### src/rtl/acrc_cfg.svh
// constants for the converter channel and reference control block
//----------------------------------------------------------------------
// Functional notes
//----------------------------------------------------------------------
// Functional notes
// - ten-bit code equals input times 1024 over reference
// - result registers loaded when done flag rises
// - channel and reference frozen during a conversion
// - reference code: pin, supply, reserved, internal 1.1V
// - left justify changes data view immediately
// - select register bit 4 always reads zero
// - channel codes: pins 0-7, reserved 8-13, bandgap 14, ground 15
// - enable bit powers converter up or down
// - clearing enable aborts conversion in progress
// - start bit reads one while converting, zero ignored
// - update sets done flag; vector or write-one clears
// - three-bit prescaler divides by 2 to 128
// - low byte read freezes result until high read
`ifndef ACRC_CFG_SVH
`define ACRC_CFG_SVH

//----------------------------------------------------------------------
// register offsets
//----------------------------------------------------------------------
`define ACRC_OFS_SELECT 4'h0
`define ACRC_OFS_CTRL 4'h1
`define ACRC_OFS_RES_LOW 4'h2
`define ACRC_OFS_RES_HIGH 4'h3
`define ACRC_OFS_IRQ_STATUS 4'h4
`define ACRC_OFS_IRQ_MASK 4'h5

//----------------------------------------------------------------------
// field positions
//----------------------------------------------------------------------
`define ACRC_SEL_REF_HI 7
`define ACRC_SEL_REF_LO 6
`define ACRC_SEL_LEFT 5
`define ACRC_SEL_UNUSED 4
`define ACRC_CTL_ON 7
`define ACRC_CTL_START 6
`define ACRC_CTL_AUTO 5
`define ACRC_CTL_DONE 4
`define ACRC_CTL_IRQ_EN 3

//----------------------------------------------------------------------
// reset values and timing counts
//----------------------------------------------------------------------
`define ACRC_RST_SELECT 8'h00
`define ACRC_RST_CTRL 8'h00
`define ACRC_FIRST_CYCLES 5'h19
`define ACRC_NORMAL_CYCLES 5'h0D
`define ACRC_CODE_ZERO 10'h000
`define ACRC_CODE_FULL 10'h3FF

`endif

### src/rtl/acrc_pkg.sv
// types for the converter channel and reference control block
package acrc_pkg;

    //------------------------------------------------------------------
    // reference choice decode
    //------------------------------------------------------------------
    typedef enum logic [1:0] {
        ACRC_REF_PIN = 2'h0,
        ACRC_REF_SUPPLY = 2'h1,
        ACRC_REF_RESERVED = 2'h2,
        ACRC_REF_INTERNAL = 2'h3
    } acrc_ref_type;

    //------------------------------------------------------------------
    // conversion sequencer states, one-hot
    //------------------------------------------------------------------
    typedef enum logic [2:0] {
        ACRC_ST_OFF = 3'h1,
        ACRC_ST_IDLE = 3'h2,
        ACRC_ST_CONV = 3'h4
    } acrc_state_type;

endpackage : acrc_pkg

### src/rtl/acrc_prescaler.sv
// converter clock prescaler producing one-cycle tick pulses
`timescale 1ns/1ps
`include "acrc_cfg.svh"
module acrc_prescaler #(
    parameter int CNT_W = 7
) (
    // clock and reset
    input wire logic core_clk,
    input wire logic rst_n,
    input wire logic clk_en,
    // control
    input wire logic run,
    input wire logic [2:0] divide_sel,
    // tick out
    output logic tick
);

    logic [CNT_W-1:0] count_ff;  // free counter while running
    logic [CNT_W-1:0] nxt_count;
    logic [CNT_W-1:0] div_mask;  // terminal mask for chosen ratio
    logic [2:0] shift_amt;       // log2 of division factor

    // codes 0 and 1 both divide by two
    assign shift_amt = (divide_sel == 3'h0) ? 3'h1 : divide_sel;
    assign div_mask = CNT_W'((8'h01 << shift_amt) - 8'h01);
    assign nxt_count = run ? CNT_W'(count_ff + 1'b1) : '0;
    assign tick = run && ((count_ff & div_mask) == div_mask);

    //------------------------------------------------------------------
    // counter
    //------------------------------------------------------------------
    // held at zero whenever run is low, i.e. outside a conversion
    always_ff @(posedge core_clk or negedge rst_n)
    begin
        if (!rst_n)
            count_ff <= '0;
        else if (clk_en)
            count_ff <= nxt_count;
    end

endmodule : acrc_prescaler

### src/rtl/acrc_top.sv
// converter channel, reference and result control top level
//
// The placing of the registers and the plain strobed port are this design's own decisions.
`timescale 1ns/1ps
`include "acrc_cfg.svh"
module acrc_top #(
    parameter int RES_W = 10,
    parameter int PINS = 8
) (
    // clock and reset
    input wire logic core_clk,
    input wire logic rst_n,
    input wire logic clk_en,
    // register port
    input wire logic [3:0] reg_addr,
    input wire logic [7:0] reg_wdata,
    input wire logic reg_wr,
    input wire logic reg_rd,
    output logic [7:0] reg_rdata,
    // interrupt
    input wire logic vector_taken,
    output logic irq,
    // analog side
    input wire logic [RES_W-1:0] analog_code,
    output logic analog_power,
    output logic sample_hold,
    output logic [1:0] reference_choice,
    output logic ref_internal_on,
    output logic [PINS-1:0] pin_select,
    output logic bandgap_select,
    output logic ground_select
);

    //------------------------------------------------------------------
    // state
    //------------------------------------------------------------------
    acrc_pkg::acrc_state_type state_ff, nxt_state; // sequencer
    logic [7:0] select_ff;       // software view of select register
    logic [7:0] nxt_select;
    logic [1:0] ref_live_ff;     // reference applied to converter
    logic [3:0] chan_live_ff;    // channel applied to converter
    logic converter_on_ff;       // enable bit
    logic auto_trigger_on_ff;    // stored only
    logic done_flag_ff;          // completion flag
    logic irq_en_ff;             // done interrupt enable
    logic [2:0] clock_divide_select_ff;
    logic first_ff;              // next conversion is the long one
    logic [4:0] tick_cnt_ff;     // converter clocks in conversion
    logic [RES_W-1:0] result_ff; // completed code
    logic locked_ff;             // low byte read, high byte pending
    logic [7:0] irq_status_ff;   // sticky events, read clears
    logic [7:0] irq_mask_ff;     // unmasked events reach irq
    logic [7:0] rdata_ff;
    logic [RES_W-1:0] code_s1_ff, code_s2_ff; // input synchroniser

    //------------------------------------------------------------------
    // decode
    //------------------------------------------------------------------
    // one pulse per converter clock from the prescaler
    wire tick;
    wire wr_sel = reg_wr && (reg_addr == `ACRC_OFS_SELECT);
    wire wr_ctl = reg_wr && (reg_addr == `ACRC_OFS_CTRL);
    wire wr_msk = reg_wr && (reg_addr == `ACRC_OFS_IRQ_MASK);
    wire rd_low = reg_rd && (reg_addr == `ACRC_OFS_RES_LOW);
    wire rd_high = reg_rd && (reg_addr == `ACRC_OFS_RES_HIGH);
    wire rd_sts = reg_rd && (reg_addr == `ACRC_OFS_IRQ_STATUS);
    wire converting = (state_ff == acrc_pkg::ACRC_ST_CONV);
    wire new_on = wr_ctl ? reg_wdata[`ACRC_CTL_ON] : converter_on_ff;
    wire start_req = wr_ctl && reg_wdata[`ACRC_CTL_START];
    // clearing enable while busy kills the conversion, no result kept
    wire abort = converting && !new_on;
    wire [4:0] conv_len = first_ff ? `ACRC_FIRST_CYCLES
                                   : `ACRC_NORMAL_CYCLES;
    wire conv_end = converting && tick && (tick_cnt_ff == conv_len - 5'h01);
    wire complete = conv_end && !abort;
    // a pending low byte read holds the old result
    wire load_result = complete && !locked_ff;
    wire clr_done = wr_ctl && reg_wdata[`ACRC_CTL_DONE];
    wire set_done = complete;
    wire left = select_ff[`ACRC_SEL_LEFT];

    // justified data view follows left justify at once
    wire [15:0] right_view = {6'h00, result_ff};
    wire [15:0] left_view = {result_ff, 6'h00};
    wire [15:0] data_view = left ? left_view : right_view;

    // bit 4 of select always reads zero
    wire [7:0] sel_read = {select_ff[7:5], 1'b0, select_ff[3:0]};
    wire [7:0] ctl_read = {converter_on_ff, converting, auto_trigger_on_ff,
                           done_flag_ff, irq_en_ff, clock_divide_select_ff};
    wire [7:0] rd_mux =
        (reg_addr == `ACRC_OFS_SELECT) ? sel_read :
        (reg_addr == `ACRC_OFS_CTRL) ? ctl_read :
        (reg_addr == `ACRC_OFS_RES_LOW) ? data_view[7:0] :
        (reg_addr == `ACRC_OFS_RES_HIGH) ? data_view[15:8] :
        (reg_addr == `ACRC_OFS_IRQ_STATUS) ? irq_status_ff :
        (reg_addr == `ACRC_OFS_IRQ_MASK) ? irq_mask_ff : 8'h00;

    // events: bit0 done, bit1 abort
    wire [7:0] events = {6'h00, abort, complete};
    assign nxt_select = {reg_wdata[7:5], 1'b0, reg_wdata[3:0]};

    //------------------------------------------------------------------
    // prescaler
    //------------------------------------------------------------------
    acrc_prescaler #(
        .CNT_W(7)
    ) u_prescaler (
        .core_clk(core_clk),
        .rst_n(rst_n),
        .clk_en(clk_en),
        .run(converting),
        .divide_sel(clock_divide_select_ff),
        .tick(tick)
    );

    //------------------------------------------------------------------
    // sequencer next state
    //------------------------------------------------------------------
    always_comb
    begin
        nxt_state = state_ff;
        unique case (state_ff)
            acrc_pkg::ACRC_ST_OFF:
            begin
                // enable powers up; start with enable goes straight on
                if (new_on && start_req)
                    nxt_state = acrc_pkg::ACRC_ST_CONV;
                else if (new_on)
                    nxt_state = acrc_pkg::ACRC_ST_IDLE;
            end
            acrc_pkg::ACRC_ST_IDLE:
            begin
                if (!new_on)
                    nxt_state = acrc_pkg::ACRC_ST_OFF;
                else if (start_req)
                    nxt_state = acrc_pkg::ACRC_ST_CONV;
            end
            acrc_pkg::ACRC_ST_CONV:
            begin
                if (abort)
                    nxt_state = acrc_pkg::ACRC_ST_OFF;
                else if (conv_end)
                    nxt_state = acrc_pkg::ACRC_ST_IDLE;
            end
            default:
                nxt_state = acrc_pkg::ACRC_ST_OFF;
        endcase
    end

    //------------------------------------------------------------------
    // sequencer and counter
    //------------------------------------------------------------------
    always_ff @(posedge core_clk or negedge rst_n)
    begin
        if (!rst_n)
            state_ff <= acrc_pkg::ACRC_ST_OFF;
        else if (clk_en)
            state_ff <= nxt_state;
    end

    // counts converter clocks; cleared outside a conversion
    always_ff @(posedge core_clk or negedge rst_n)
    begin
        if (!rst_n)
            tick_cnt_ff <= 5'h00;
        else if (clk_en)
        begin
            if (!converting || conv_end)
                tick_cnt_ff <= 5'h00;
            else if (tick)
                tick_cnt_ff <= tick_cnt_ff + 5'h01;
        end
    end

    // first conversion after enabling takes the long count
    always_ff @(posedge core_clk or negedge rst_n)
    begin
        if (!rst_n)
            first_ff <= 1'b1;
        else if (clk_en)
        begin
            if (!new_on)
                first_ff <= 1'b1;
            else if (complete)
                first_ff <= 1'b0;
        end
    end

    //------------------------------------------------------------------
    // select register and live copies
    //------------------------------------------------------------------
    always_ff @(posedge core_clk or negedge rst_n)
    begin
        if (!rst_n)
            select_ff <= `ACRC_RST_SELECT;
        else if (clk_en && wr_sel)
            select_ff <= nxt_select;
    end

    // live copy tracks software value except during a conversion
    always_ff @(posedge core_clk or negedge rst_n)
    begin
        if (!rst_n)
        begin
            ref_live_ff <= 2'h0;
            chan_live_ff <= 4'h0;
        end
        else if (clk_en && (!converting || conv_end))
        begin
            ref_live_ff <= select_ff[`ACRC_SEL_REF_HI:`ACRC_SEL_REF_LO];
            chan_live_ff <= select_ff[3:0];
        end
    end

    //------------------------------------------------------------------
    // control register
    //------------------------------------------------------------------
    always_ff @(posedge core_clk or negedge rst_n)
    begin
        if (!rst_n)
        begin
            converter_on_ff <= 1'(`ACRC_RST_CTRL >> `ACRC_CTL_ON);
            auto_trigger_on_ff <= 1'b0;
            irq_en_ff <= 1'b0;
            clock_divide_select_ff <= 3'h0;
        end
        else if (clk_en && wr_ctl)
        begin
            converter_on_ff <= reg_wdata[`ACRC_CTL_ON];
            auto_trigger_on_ff <= reg_wdata[`ACRC_CTL_AUTO];
            irq_en_ff <= reg_wdata[`ACRC_CTL_IRQ_EN];
            clock_divide_select_ff <= reg_wdata[2:0];
        end
    end

    // done flag: set wins over vector or write-one clear
    always_ff @(posedge core_clk or negedge rst_n)
    begin
        if (!rst_n)
            done_flag_ff <= 1'b0;
        else if (clk_en)
        begin
            if (set_done)
                done_flag_ff <= 1'b1;
            else if (clr_done || vector_taken)
                done_flag_ff <= 1'b0;
        end
    end

    //------------------------------------------------------------------
    // result capture
    //------------------------------------------------------------------
    // two-flop synchroniser for the analog code bus
    always_ff @(posedge core_clk or negedge rst_n)
    begin
        if (!rst_n)
        begin
            code_s1_ff <= '0;
            code_s2_ff <= '0;
        end
        else if (clk_en)
        begin
            code_s1_ff <= analog_code;
            code_s2_ff <= code_s1_ff;
        end
    end

    // result loaded in the same edge the done flag sets, unless a low byte read is pending
    always_ff @(posedge core_clk or negedge rst_n)
    begin
        if (!rst_n)
            result_ff <= `ACRC_CODE_ZERO;
        else if (clk_en && load_result)
            result_ff <= code_s2_ff;
    end

    // low byte read locks, high byte read unlocks
    always_ff @(posedge core_clk or negedge rst_n)
    begin
        if (!rst_n)
            locked_ff <= 1'b0;
        else if (clk_en)
        begin
            if (rd_high)
                locked_ff <= 1'b0;
            else if (rd_low)
                locked_ff <= 1'b1;
        end
    end

    //------------------------------------------------------------------
    // interrupt status and mask
    //------------------------------------------------------------------
    always_ff @(posedge core_clk or negedge rst_n)
    begin
        if (!rst_n)
            irq_status_ff <= 8'h00;
        else if (clk_en)
            irq_status_ff <= (rd_sts ? 8'h00 : irq_status_ff) | events;
    end

    always_ff @(posedge core_clk or negedge rst_n)
    begin
        if (!rst_n)
            irq_mask_ff <= 8'h00;
        else if (clk_en && wr_msk)
            irq_mask_ff <= reg_wdata;
    end

    // read data stands one cycle after the strobe
    always_ff @(posedge core_clk or negedge rst_n)
    begin
        if (!rst_n)
            rdata_ff <= 8'h00;
        else if (clk_en)
            rdata_ff <= reg_rd ? rd_mux : 8'h00;
    end

    //------------------------------------------------------------------
    // outputs
    //------------------------------------------------------------------
    // level interrupt from sticky status, plus done flag with enable
    // the enable bit gates only the done flag path, not the status
    assign irq = |(irq_status_ff & irq_mask_ff) ||
                 (done_flag_ff && irq_en_ff);
    assign reg_rdata = rdata_ff;
    assign analog_power = converter_on_ff;
    assign sample_hold = converting;
    assign reference_choice = ref_live_ff;
    assign ref_internal_on = (ref_live_ff == acrc_pkg::ACRC_REF_INTERNAL);

    // one select line per input pin
    genvar gi;
    generate
        for (gi = 0; gi < PINS; gi++)
        begin : g_pin
            assign pin_select[gi] = (chan_live_ff == 4'(gi));
        end
    endgenerate
    assign bandgap_select = (chan_live_ff == 4'hE);
    assign ground_select = (chan_live_ff == 4'hF);

endmodule : acrc_top

### config.mk
export PLATFORM = sky130hd
export DESIGN_NAME = acrc_top
export DESIGN_NICKNAME = d
export VERILOG_FILES = /design/src/rtl/acrc_pkg.sv /design/src/rtl/acrc_prescaler.sv /design/src/rtl/acrc_top.sv
export VERILOG_INCLUDE_DIRS = /design/src /design/src/rtl
export SDC_FILE = /design/constraint.sdc
export NUM_CORES = 1
export LEC_CHECK = 0
export BUFFER_PORTS_ARGS = -buffer_cell sky130_fd_sc_hd__buf_2
export CAP_MARGIN = 20
export CORE_MARGIN = 3
export CORE_UTILIZATION = 55
export CTS_CLUSTER_SIZE = 25
export DETAILED_ROUTE_END_ITERATION = 8
export PLACE_DENSITY = 0.85
export SYNTH_ARGS = -nofsm -noshare
export SYNTH_HDL_FRONTEND = slang
export SYNTH_SLANG_ARGS = --single-unit
### constraint.sdc
create_clock -name core_clk -period 2.9 [get_ports core_clk]
set_clock_uncertainty 0.2 [all_clocks]
set_input_delay 0 -clock core_clk [delete_from_list [all_inputs] [get_ports core_clk]]
set_output_delay 0 -clock core_clk [all_outputs]
set_load 0.01 [all_outputs]
==> summary.txt, run 1 <==
Die
  – Die Span X: 93.6 microns
  – I/O Pins: 52
  – Die ar.: approximately 9000 sq um
  – Die Ht: 93.6 microns
  – Initial core utilization: 0.575
  – Site Rows: 31
  – Core area: 7330 sq um

Setup path
  – CP arrival: 2.81 ns
  – WP data required: 2.94 ns
  – RR Startpoint: state_ff[2]$_DFFE_PN0P_
  – Startpoint types: flop
  – CP Launch Point: state_ff[2]$_DFFE_PN0P_
  – Max FO, Critical Path: 10
  – CP Class: flop to flop
  – Worst setup EP type: flop

CTS
  – Clk_lat worst skew: 0.36 ns
  – Post-CTS Resized: 0
  – TritonCTS clock tree: built
  – Total CTS buffers: 9
  – Clk slew on worst S/H paths: 0.08 ns
  – Clock sinks: 85
  – CTS max path bufs: 2
  – H-tree depth: 3
  – Root Buffer: clkbuf_8

Cells and area
  – Post-Route Utilization: 0.698
  – Share of cells above drive strength 1: 0.306
  – Fillcell total: 513
  – Final instance area: 5110 sq um
  – Multi-input gate area: 1940 sq um
  – Synthesis-to-finish area growth: 21.3%
  – Antenna diodes: 0
  – Nets: 484
  – Storage cell area: 2130 sq um
  – Fin cells: between 500 and 600

STA
  – Max Freq: around 360 MHz
  – Fin. Hold Viols: 0
  – Max-slew headroom: 0.572
  – Final setup vio count: 0
  – Max-slew violations: 0
  – Worst setup margin: ~0.13 ns
  – WHS: 0.204 ns
  – Setup tns final: 0 ns
  – RSZ-0062 raised after global routing: no
  – Final period utilization: 0.957
  – Slew @ Worst Pin: 0.639 ns
  – Tmin final: 2.77 ns

Synth
  – Syn Nets: 403
  – Count leader, synth: dfrtp_1
  – Async SR Flop Fraction: 1.00
  – Mapped cell area: around 4200 sq um
  – Dominant synthesized flop cell: dfrtp_1
  – Ys Warns: 0
  – Synth unique cells: 61
  – Synth Instances: 372
  – Number of synthesized flops with an enable pin: 0
  – Yosys top cell by area: dfrtp_1
  – Synth cell count leaders: dfrtp_1 (83), mux2_2 (41), nand2_1 (24), nor2_1 (24), inv_1 (17)
  – Synth top area cells: dfrtp_1 (49%), mux2_2 (11%), mux2_4 (3.6%)
  – Seq/Total Area, Yosys: 0.505
  – #FFs+latches synth: 85
  – Syn Area/Cell: 11.3 sq um
  – Synth top area share: 0.493

Pwr
  – Pleak: 2.31 nW
  – Sw Ratio: 0.277
  – Comb pwr share: 0.169
  – Maximum VDD drop: 0.442 mV
  – Internal power: 2.08 mW
  – Final Power: 2.88 mW
  – Reported net switching power: 798 uW
  – Pwr Density: 564 nW/um^2
  – Sequential share of power: 0.501
  – Clock Power Share: 0.331

Route
  – Metal3 WL: 454 microns
  – Residual DRC: 0
  – First DRT Iteration DRCs: 212
  – DR vias/cell: 5.74
  – Total wire length: 9270 microns
  – Vias: 3195
  – First-pass DRT Iterations: 7
  – Top layer in use: met4
  – Routed Antenna Nets: 0
  – WL met2: 4620 microns
  – DR WL/cell: between 15 and 20 microns
  – WL met1: 4040 microns

Global routing
  – GR Overflow Total: 0
  – Initial antenna violation count: 0
  – Largest net degree at the start of global routing: 86
  – Vias in the first global route: 3122
  – First-pass GRT wire length: 15200 microns
  – Gr usage total: 0.225

Placement
  – Placed Cells incl. Taps: about 500
  – Placed instance area: 4580 sq um
  – Worst slack at placement: 0.129 ns
  – RePlAce Congestion: 0.936
  – IO Port Bufs: 51
  – Post-DP HPWL: 6430 microns

Worst hold path
  – Min-Delay Path Class: input port to flop
  – Hold Path Origin: analog_code[0]

Run
  – Max-cap violations: 0

Run status
  – Status: completed
[repair_timing]
item                      4_1_cts  5_1_grt
setup buffers                   0        0
hold endpoints to repair      129       21
hold buffers                   27        1
[power by group through the flow]
stage          sequential (mW)  combinational [mW]  clock (mW)
6_report                  1.44               0.486       0.953
2_1_floorplan             1.42               0.331           0
3_3_place_gp              1.45               0.431           0
5_1_grt                   1.47               0.535        1.03
3_5_place_dp              1.47               0.451           0
4_1_cts                   1.44               0.480       0.974
[path summary, 6_finish.rpt]
check / end / slack (ns) / depth (start not counted)
max: result_ff[6]$_DFFE_PN0P_ / 0.13 / 7
min reg2reg: result_ff[1]$_DFFE_PN0P_ / 0.30 / 1
max reg2reg: result_ff[6]$_DFFE_PN0P_ / 0.13 / 7
max in group asynchronous: first_ff$_DFFE_PN1P_ / 1.49 / 4
min: code_s1_ff[0]$_DFFE_PN0P_ / 0.20 / 3
min in group asynchronous: code_s2_ff[6]$_DFFE_PN0P_ / 0.42 / 3
[critical path, stage by stage, from the launching register on]
cell and delay, ns:
dfrtp_1 0.45, or3b_4 0.46, inv_6 0.10, nand3_4 0.08
a21oi_4 0.17, nand4_4 0.14, or3_1 0.66, mux2_4 0.40
[cell usage in the layout, fill, tap and decap left out, drive strengths merged, types with 3 or more instances in the layout]
master	count
o22a	3
o22ai	6
nor3	5
nor4	5
o221ai	3
ha	3
nand3b	3
or3b	4
nand3	13
and3	3
xor2	3
nand4	5
dlygate4sd3	28
clkbuf	10
a31oi	3
a21oi	17
o32ai	3
a22oi	4
or3	3
dfrtp	83
inv	20
and2	5
o21ai	17
mux2	58
nand2b	7
buf	59
mux2i	10
nor2	24
nand2	24
[sequential cells by signal, indices dropped and copies added (netlist names), 2 cells and up]
name / flops
reference_choice: 2
code_s1_ff: 10
clock_divide_select_ff: 3
irq_status_ff: 2
tick_cnt_ff: 5
u_prescaler.count_ff: 7
result_ff: 10
select_ff: 7
state_ff: 3
reg_rdata: 8
irq_mask_ff: 8
code_s2_ff: 10
chan_live_ff: 4
[routing by layer]
metal | track usage | vias to the layer above
met5 | 0 | -
met4 | 0.0722 | 0
met3 | 0.0523 | 13
met2 | 0.368 | 103
met1 | 0.297 | 1566
li1 | - | 1513
[final cells by class]
cell class,count,area share
sequential,85,0.416
clock buffer,10,0.0269
multi-input combinational,252,0.379
inverter,18,0.0142
clock inverter,6,0.0181
timing repair buffer,87,0.121
tap,99,0.0242
[kinds of logic (layout without fill, tap and decap cells)]
family / after synthesis / in the layout / share of synthesized area
fa+ha+maj: 3 / 3 / 0.00890
xor+xnor: 5 / 5 / 0.0104
compound gates: 69 / 69 / 0.113
mux: 68 / 68 / 0.188
simple gates: 107 / 107 / 0.140
flops: 85 / 85 / 0.505
buf+inv: 35 / 121 / 0.0347
No activity file was read; power rests on OpenSTA's default activity.
==> run 2, diff against run 1 <==
--- a/config.mk
+++ b/config.mk
@@ -9,10 +9,10 @@
 export BUFFER_PORTS_ARGS = -buffer_cell sky130_fd_sc_hd__buf_2
 export CAP_MARGIN = 20
 export CORE_MARGIN = 3
-export CORE_UTILIZATION = 55
+export CORE_UTILIZATION = 40
 export CTS_CLUSTER_SIZE = 25
 export DETAILED_ROUTE_END_ITERATION = 8
-export PLACE_DENSITY = 0.85
+export PLACE_DENSITY = 0.68
 export SYNTH_ARGS = -nofsm -noshare
 export SYNTH_HDL_FRONTEND = slang
 export SYNTH_SLANG_ARGS = --single-unit
==> run 2 against run 1 <==
Net effect: largest power group unchanged; via count up 0.22%; wire length is 1.2% higher; register-to-register slack gained 0.16 ns; count of clock-buffer cells in the layout decreased by 1; setup slack better by 0.16 ns; total power shrank 5.2%; highest routed layer is now met5; hold slack worse by 0.011 ns; die area rose by 35%; critical path depth grew 1; sequential share of layout area barely moved; sequential power hardly changed; cell count is 6.1% higher.
==> summary.txt, run 2 (synthesis results as in run 1) <==
Die
  – Site Rows: 36
  – Die Ht: 109 microns
  – Die Span X: 109 microns
  – I/O Pins: 52
  – Initial core utilization: 0.422
  – Core area: about 10000 sq um
  – Die ar.: roughly 12000 sq um

Worst hold path
  – Min-Delay Path Class: input port to flop

Placement
  – Worst slack at placement: 0.306 ns
  – Post-DP HPWL: 6620 microns
  – Placed instance area: between 4000 and 5000 sq um
  – RePlAce Congestion: 0.858
  – Placed Cells incl. Taps: 545
  – IO Port Bufs: 51

Cells and area
  – Most frequent cells in the layout: dfrtp_1 (83), buf_2 (50), mux2_2 (41)
  – Fin cells: 591
  – Synthesis-to-finish area growth: 21.3%
  – Nets: 484
  – Final instance area: 5120 sq um
  – Most common cell after layout, fill and taps aside: dfrtp_1
  – Largest registers: code_s1_ff (10), code_s2_ff (10), result_ff (10)
  – Share of cells above drive strength 1: 0.303
  – Fillcell total: 902
  – Antenna diodes: 0

CTS
  – Clk slew on worst S/H paths: 0.09 ns
  – H-tree depth: 3
  – Total CTS buffers: 9
  – CTS max path bufs: 2
  – Clk_lat worst skew: 0.37 ns
  – Clock sinks: 85
  – Root Buffer: clkbuf_8
  – TritonCTS clock tree: built

Pwr
  – Final Power: 2.73 mW
  – Pleak: 2.29 nW
  – Pwr Density: approximately 530 nW/um^2
  – Maximum VDD drop: 0.352 mV

Global routing
  – Vias in the first global route: 3116
  – GR Overflow Total: 0
  – Gr usage total: 0.169
  – Largest net degree at the start of global routing: 86
  – Initial antenna violation count: 0
  – First-pass GRT wire length: 15600 microns

Setup path
  – Worst r2r path cells: 8
  – Crit-path cells: or3b_4, inv_6, nand3_4, a21oi_4, nand4_4, or3_1, buf_4, mux2_4
  – CP Class: flop to flop
  – Register-to-register setup slack: 0.28 ns
  – Startpoint types: flop
  – CP arrival: 2.68 ns
  – Critical R2R Capture: result_ff[9]$_DFFE_PN0P_
  – Crit path capture: result_ff[9]$_DFFE_PN0P_
  – Worst setup EP type: flop
  – CP Launch Point: state_ff[1]$_DFFE_PN0P_
  – RR Startpoint: state_ff[1]$_DFFE_PN0P_
  – Slowest cell on the critical path: dfrtp_1
  – WP data required: between 2 and 3 ns
  – Max FO, Critical Path: 10
  – Worst path max stage delay: 0.46 ns

STA
  – Setup tns final: 0 ns
  – Max-slew violations: 0
  – Max-slew headroom: 0.477
  – Tmin final: about 2.6 ns
  – Slew @ Worst Pin: 0.782 ns
  – Max Freq: about 380 MHz
  – Fin. Hold Viols: 0
  – RSZ-0062 raised after global routing: no
  – Worst setup margin: 0.283 ns
  – Final period utilization: 0.902
  – Final setup vio count: 0

Route
  – DR vias/cell: 5.42
  – Routed Antenna Nets: 0
  – Total wire length: 9390 microns
  – First-pass DRT Iterations: 4
  – First DRT Iteration DRCs: ~190
  – Vias: 3202
  – DR WL/cell: 15.9 microns
  – Residual DRC: 0

Run
  – Max-cap violations: 0

Run status
  – Status: completed
run 2: power breakdown:
group	total [mW]	leakage, nW	internal, mW	switching [mW]
logic	0.479	1.10	0.251	0.228
clock network	0.809	0.0936	0.332	0.477
registers	1.45	1.10	1.32	0.128
total	2.73	2.29	1.90	0.832
run 2: repair_timing:
action	CTS	global route
endpoints found under the setup margin	0	0
hold endpoints to repair	131	23
hold buffers	28	1
setup buffers	0	0
gates resized for setup	0	0
run 2: cell type report:
cell class / count / area, sq um / share of cell area
flip-flops and latches: 85 / 2130 / 0.416
multi-input cells: 252 / 1940 / 0.379
repair buffers: 87 / 621 / 0.121
well taps: 133 / 166 / 0.0325
clock buffers: 9 / 124 / 0.0242
inverters: 18 / 72.6 / 0.0142
clock inverters: 7 / 62.6 / 0.0122
run 2: critical path, delay by kind of cell, from the launching register on:
| family | cells | cell delay (ns) |
|---|---|---|
| simple gates | 4 | 1.05 |
| flops | 1 | 0.46 |
| mux | 1 | 0.31 |
| compound gates | 1 | 0.17 |
| buf+inv | 2 | 0.32 |
run 2: metrics by stage:
step,utilization,hold WS [ns]
2_1_floorplan,-,-0.496
3_3_place_gp,0.461,0.0318
3_5_place_dp,0.461,0.0372
4_1_cts,0.508,0.174
5_1_grt,0.512,0.193
6_report,0.512,0.193
run 2: worst min-delay path by stage:
stage | slack, ns | endpoint | start | cells past startpoint
2_1_floorplan | -0.50 | analog_power$_DFFE_PN0P_ | rst_n | 0
3_3_place_gp | 0.03 | code_s1_ff[2]$_DFFE_PN0P_ | analog_code[2] | 2
3_5_place_dp | 0.04 | code_s1_ff[4]$_DFFE_PN0P_ | analog_code[4] | 2
4_1_cts | 0.17 | code_s1_ff[7]$_DFFE_PN0P_ | analog_code[7] | 3
5_1_grt | 0.19 | code_s1_ff[0]$_DFFE_PN0P_ | analog_code[0] | 3
6_report | 0.19 | code_s1_ff[7]$_DFFE_PN0P_ | analog_code[7] | 3
run 2: layer usage:
layer,vias up,routed length [microns],track usage,part of all wire
li1,1519,-,-,-
met1,1558,4240,0.223,0.45
met2,107,4380,0.273,0.47
met3,16,542,0.0337,0.058
met4,2,201,0.0667,0.021
met5,-,25,0,0.0027
==> run 3, diff against run 2 <==
--- a/config.mk
+++ b/config.mk
@@ -6,9 +6,8 @@
 export SDC_FILE = /design/constraint.sdc
 export NUM_CORES = 1
 export LEC_CHECK = 0
-export BUFFER_PORTS_ARGS = -buffer_cell sky130_fd_sc_hd__buf_2
+export BUFFER_PORTS_ARGS = -buffer_cell sky130_fd_sc_hd__buf_4
 export CAP_MARGIN = 20
-export CORE_MARGIN = 3
 export CORE_UTILIZATION = 40
 export CTS_CLUSTER_SIZE = 25
 export DETAILED_ROUTE_END_ITERATION = 8
==> run 3 against run 2 <==
Net effect: the flow now finishes with violations (negative hold slack); core utilization is 0.34 points lower; register-to-register slack got worse by 0.02 ns; sequential share of layout area fell by 0.86 points; largest power group unchanged; highest routed layer is now met4.
==> summary.txt, run 3 (synthesis results as in run 1) <==
Run status
  – Status: complete, but fails checks
  – Violated checks: negative hold slack

STA
  – Final period utilization: 0.909
  – Max-slew violations: 0
  – Max-slew headroom: 0.512
  – Final setup vio count: 0
  – Tmin final: 2.64 ns
  – Max Freq: 379 MHz
  – WHS: -0.0397 ns
  – Slew @ Worst Pin: 0.729 ns
  – Setup tns final: 0 ns
  – RSZ-0062 raised after global routing: no
  – Fin. Hold Viols: 38

Route
  – First DRT Iteration DRCs: 192
  – Residual DRC: 0
  – DR WL/cell: 15.6 microns
  – Routed Antenna Nets: 0
  – First-pass DRT Iterations: 4
  – Total wire length: around 9200 microns
  – Vias: 3164
  – DR vias/cell: 5.34

Cells and area
  – Fillcell total: 941
  – Post-Route Utilization: 0.508
  – Nets: just under 500
  – Largest registers: code_s1_ff (10), code_s2_ff (10), result_ff (10)
  – Synthesis-to-finish area growth: 23.9%
  – Share of cells above drive strength 1: 0.305
  – Multi-input gate area: between 1500 and 2000 sq um
  – Antenna diodes: 0
  – Storage cell area: 2130 sq um
  – Most frequent cells in the layout: dfrtp_1 (83), buf_4 (57), mux2_2 (41)
  – Most common cell after layout, fill and taps aside: dfrtp_1
  – Fin cells: slightly below 600

Global routing
  – First-pass GRT wire length: 15600 microns
  – Vias in the first global route: between 3k and 4k
  – GR Overflow Total: 0
  – Initial antenna violation count: 0
  – Gr usage total: 0.179
  – Largest net degree at the start of global routing: 86

Setup path
  – Crit-path cells: or3b_4, inv_6, nand3_4, a21oi_4, nand4_4, or3_1, buf_4, mux2_4
  – CP Launch Point: state_ff[1]$_DFFE_PN0P_
  – RR Startpoint: state_ff[1]$_DFFE_PN0P_
  – Worst path max stage delay: 0.46 ns
  – Worst Path Buf+Inv: 2
  – Delay-heaviest family, CP: simple AND/OR/NAND/NOR gates
  – CP Class: flop to flop
  – Worst setup EP type: flop
  – CP arrival: 2.68 ns
  – Max FO, Critical Path: 10
  – Startpoint types: flop
  – Slowest cell on the critical path: dfrtp_1
  – WP data required: 2.94 ns

Die
  – Die ar.: 11000 sq um
  – Initial core utilization: 0.410
  – Die Span X: 105 microns
  – Core area: 10300 sq um
  – I/O Pins: 52
  – Die Ht: 105 microns
  – Site Rows: 37

CTS
  – Total CTS buffers: 9
  – Root Buffer: clkbuf_8
  – TritonCTS clock tree: built
  – Clock sinks: between 80 and 90
  – Post-CTS Resized: 0
  – Clk slew on worst S/H paths: approximately 0.090 ns
  – Postcts setup bufs: 0
  – CTS max path bufs: 2
  – Clk_lat worst skew: 0.36 ns
  – H-tree depth: 3

Placement
  – RePlAce Congestion: between 0.8 and 0.9
  – Post-DP HPWL: 6420 microns
  – IO Port Bufs: roughly 50
  – Placed Cells incl. Taps: 548

Run
  – Max-cap violations: 0

Pwr
  – Pleak: around 2.3 nW
  – Pwr Density: 527 nW/um^2
  – Maximum VDD drop: 0.271 mV

Worst hold path
  – Min-Delay Path Class: input port to async pin
run 3: final timing paths:
check                      cells past startpoint                         end  slack [ns]
max                                            8    result_ff[3]$_DFFE_PN0P_        0.26
min                                            2  tick_cnt_ff[0]$_DFFE_PN0P_       -0.04
max reg2reg                                    8    result_ff[3]$_DFFE_PN0P_        0.26
min reg2reg                                    1   code_s1_ff[0]$_DFFE_PN0P_        0.31
max in group asynchronous                      3     state_ff[0]$_DFFE_PN1P_        1.88
min in group core_clk                          3   code_s1_ff[5]$_DFFE_PN0P_        0.21
run 3: area by class of cell:
type / instances / share of cell area
Clock buffer: 11 / 0.0290
Clock inverter: 5 / 0.00790
Inverter: 18 / 0.0139
Multi-Input combinational cell: 252 / 0.371
Sequential cell: 85 / 0.408
Tap cell: 136 / 0.0326
Timing Repair Buffer: 85 / 0.137
run 3: routing by layer:
layer / up-vias / share of wire / GRT usage
met5: - / 0 / 0
met4: 0 / 0.015 / 0.0634
met3: 14 / 0.037 / 0.0343
met2: 67 / 0.47 / 0.283
met1: 1570 / 0.48 / 0.246
li1: 1513 / - / -
run 3: power breakdown:
| group | switching, mW | internal [mW] | leakage (nW) |
|---|---|---|---|
| combinational | 0.227 | 0.274 | 1.11 |
| clock | 0.443 | 0.366 | 0.0926 |
| sequential | 0.128 | 1.32 | 1.10 |
| total | 0.797 | 1.96 | 2.30 |
run 3: timing repair:
item | 4_1_cts | 5_1_grt
hold buffers | 27 | 0
setup endpoints to repair | 0 | 0
endpoints found under the hold margin | 136 | 0
run 3: stage by stage:
| step | worst slack (ns) | hold WS, ns | area (sq um) | power, mW |
|---|---|---|---|---|
| final | 0.263 | -0.0397 | 5220 | 2.76 |
| after floorplan | 0.397 | -0.496 | 4220 | 1.75 |
| after CTS | 0.260 | 0.199 | 5200 | 2.78 |
| after detailed placement | 0.284 | 0.0380 | 4740 | 1.94 |
| after global placement | 0.340 | 0.0335 | 4740 | 1.92 |
| after global routing | 0.186 | 0.0157 | 5220 | 2.90 |
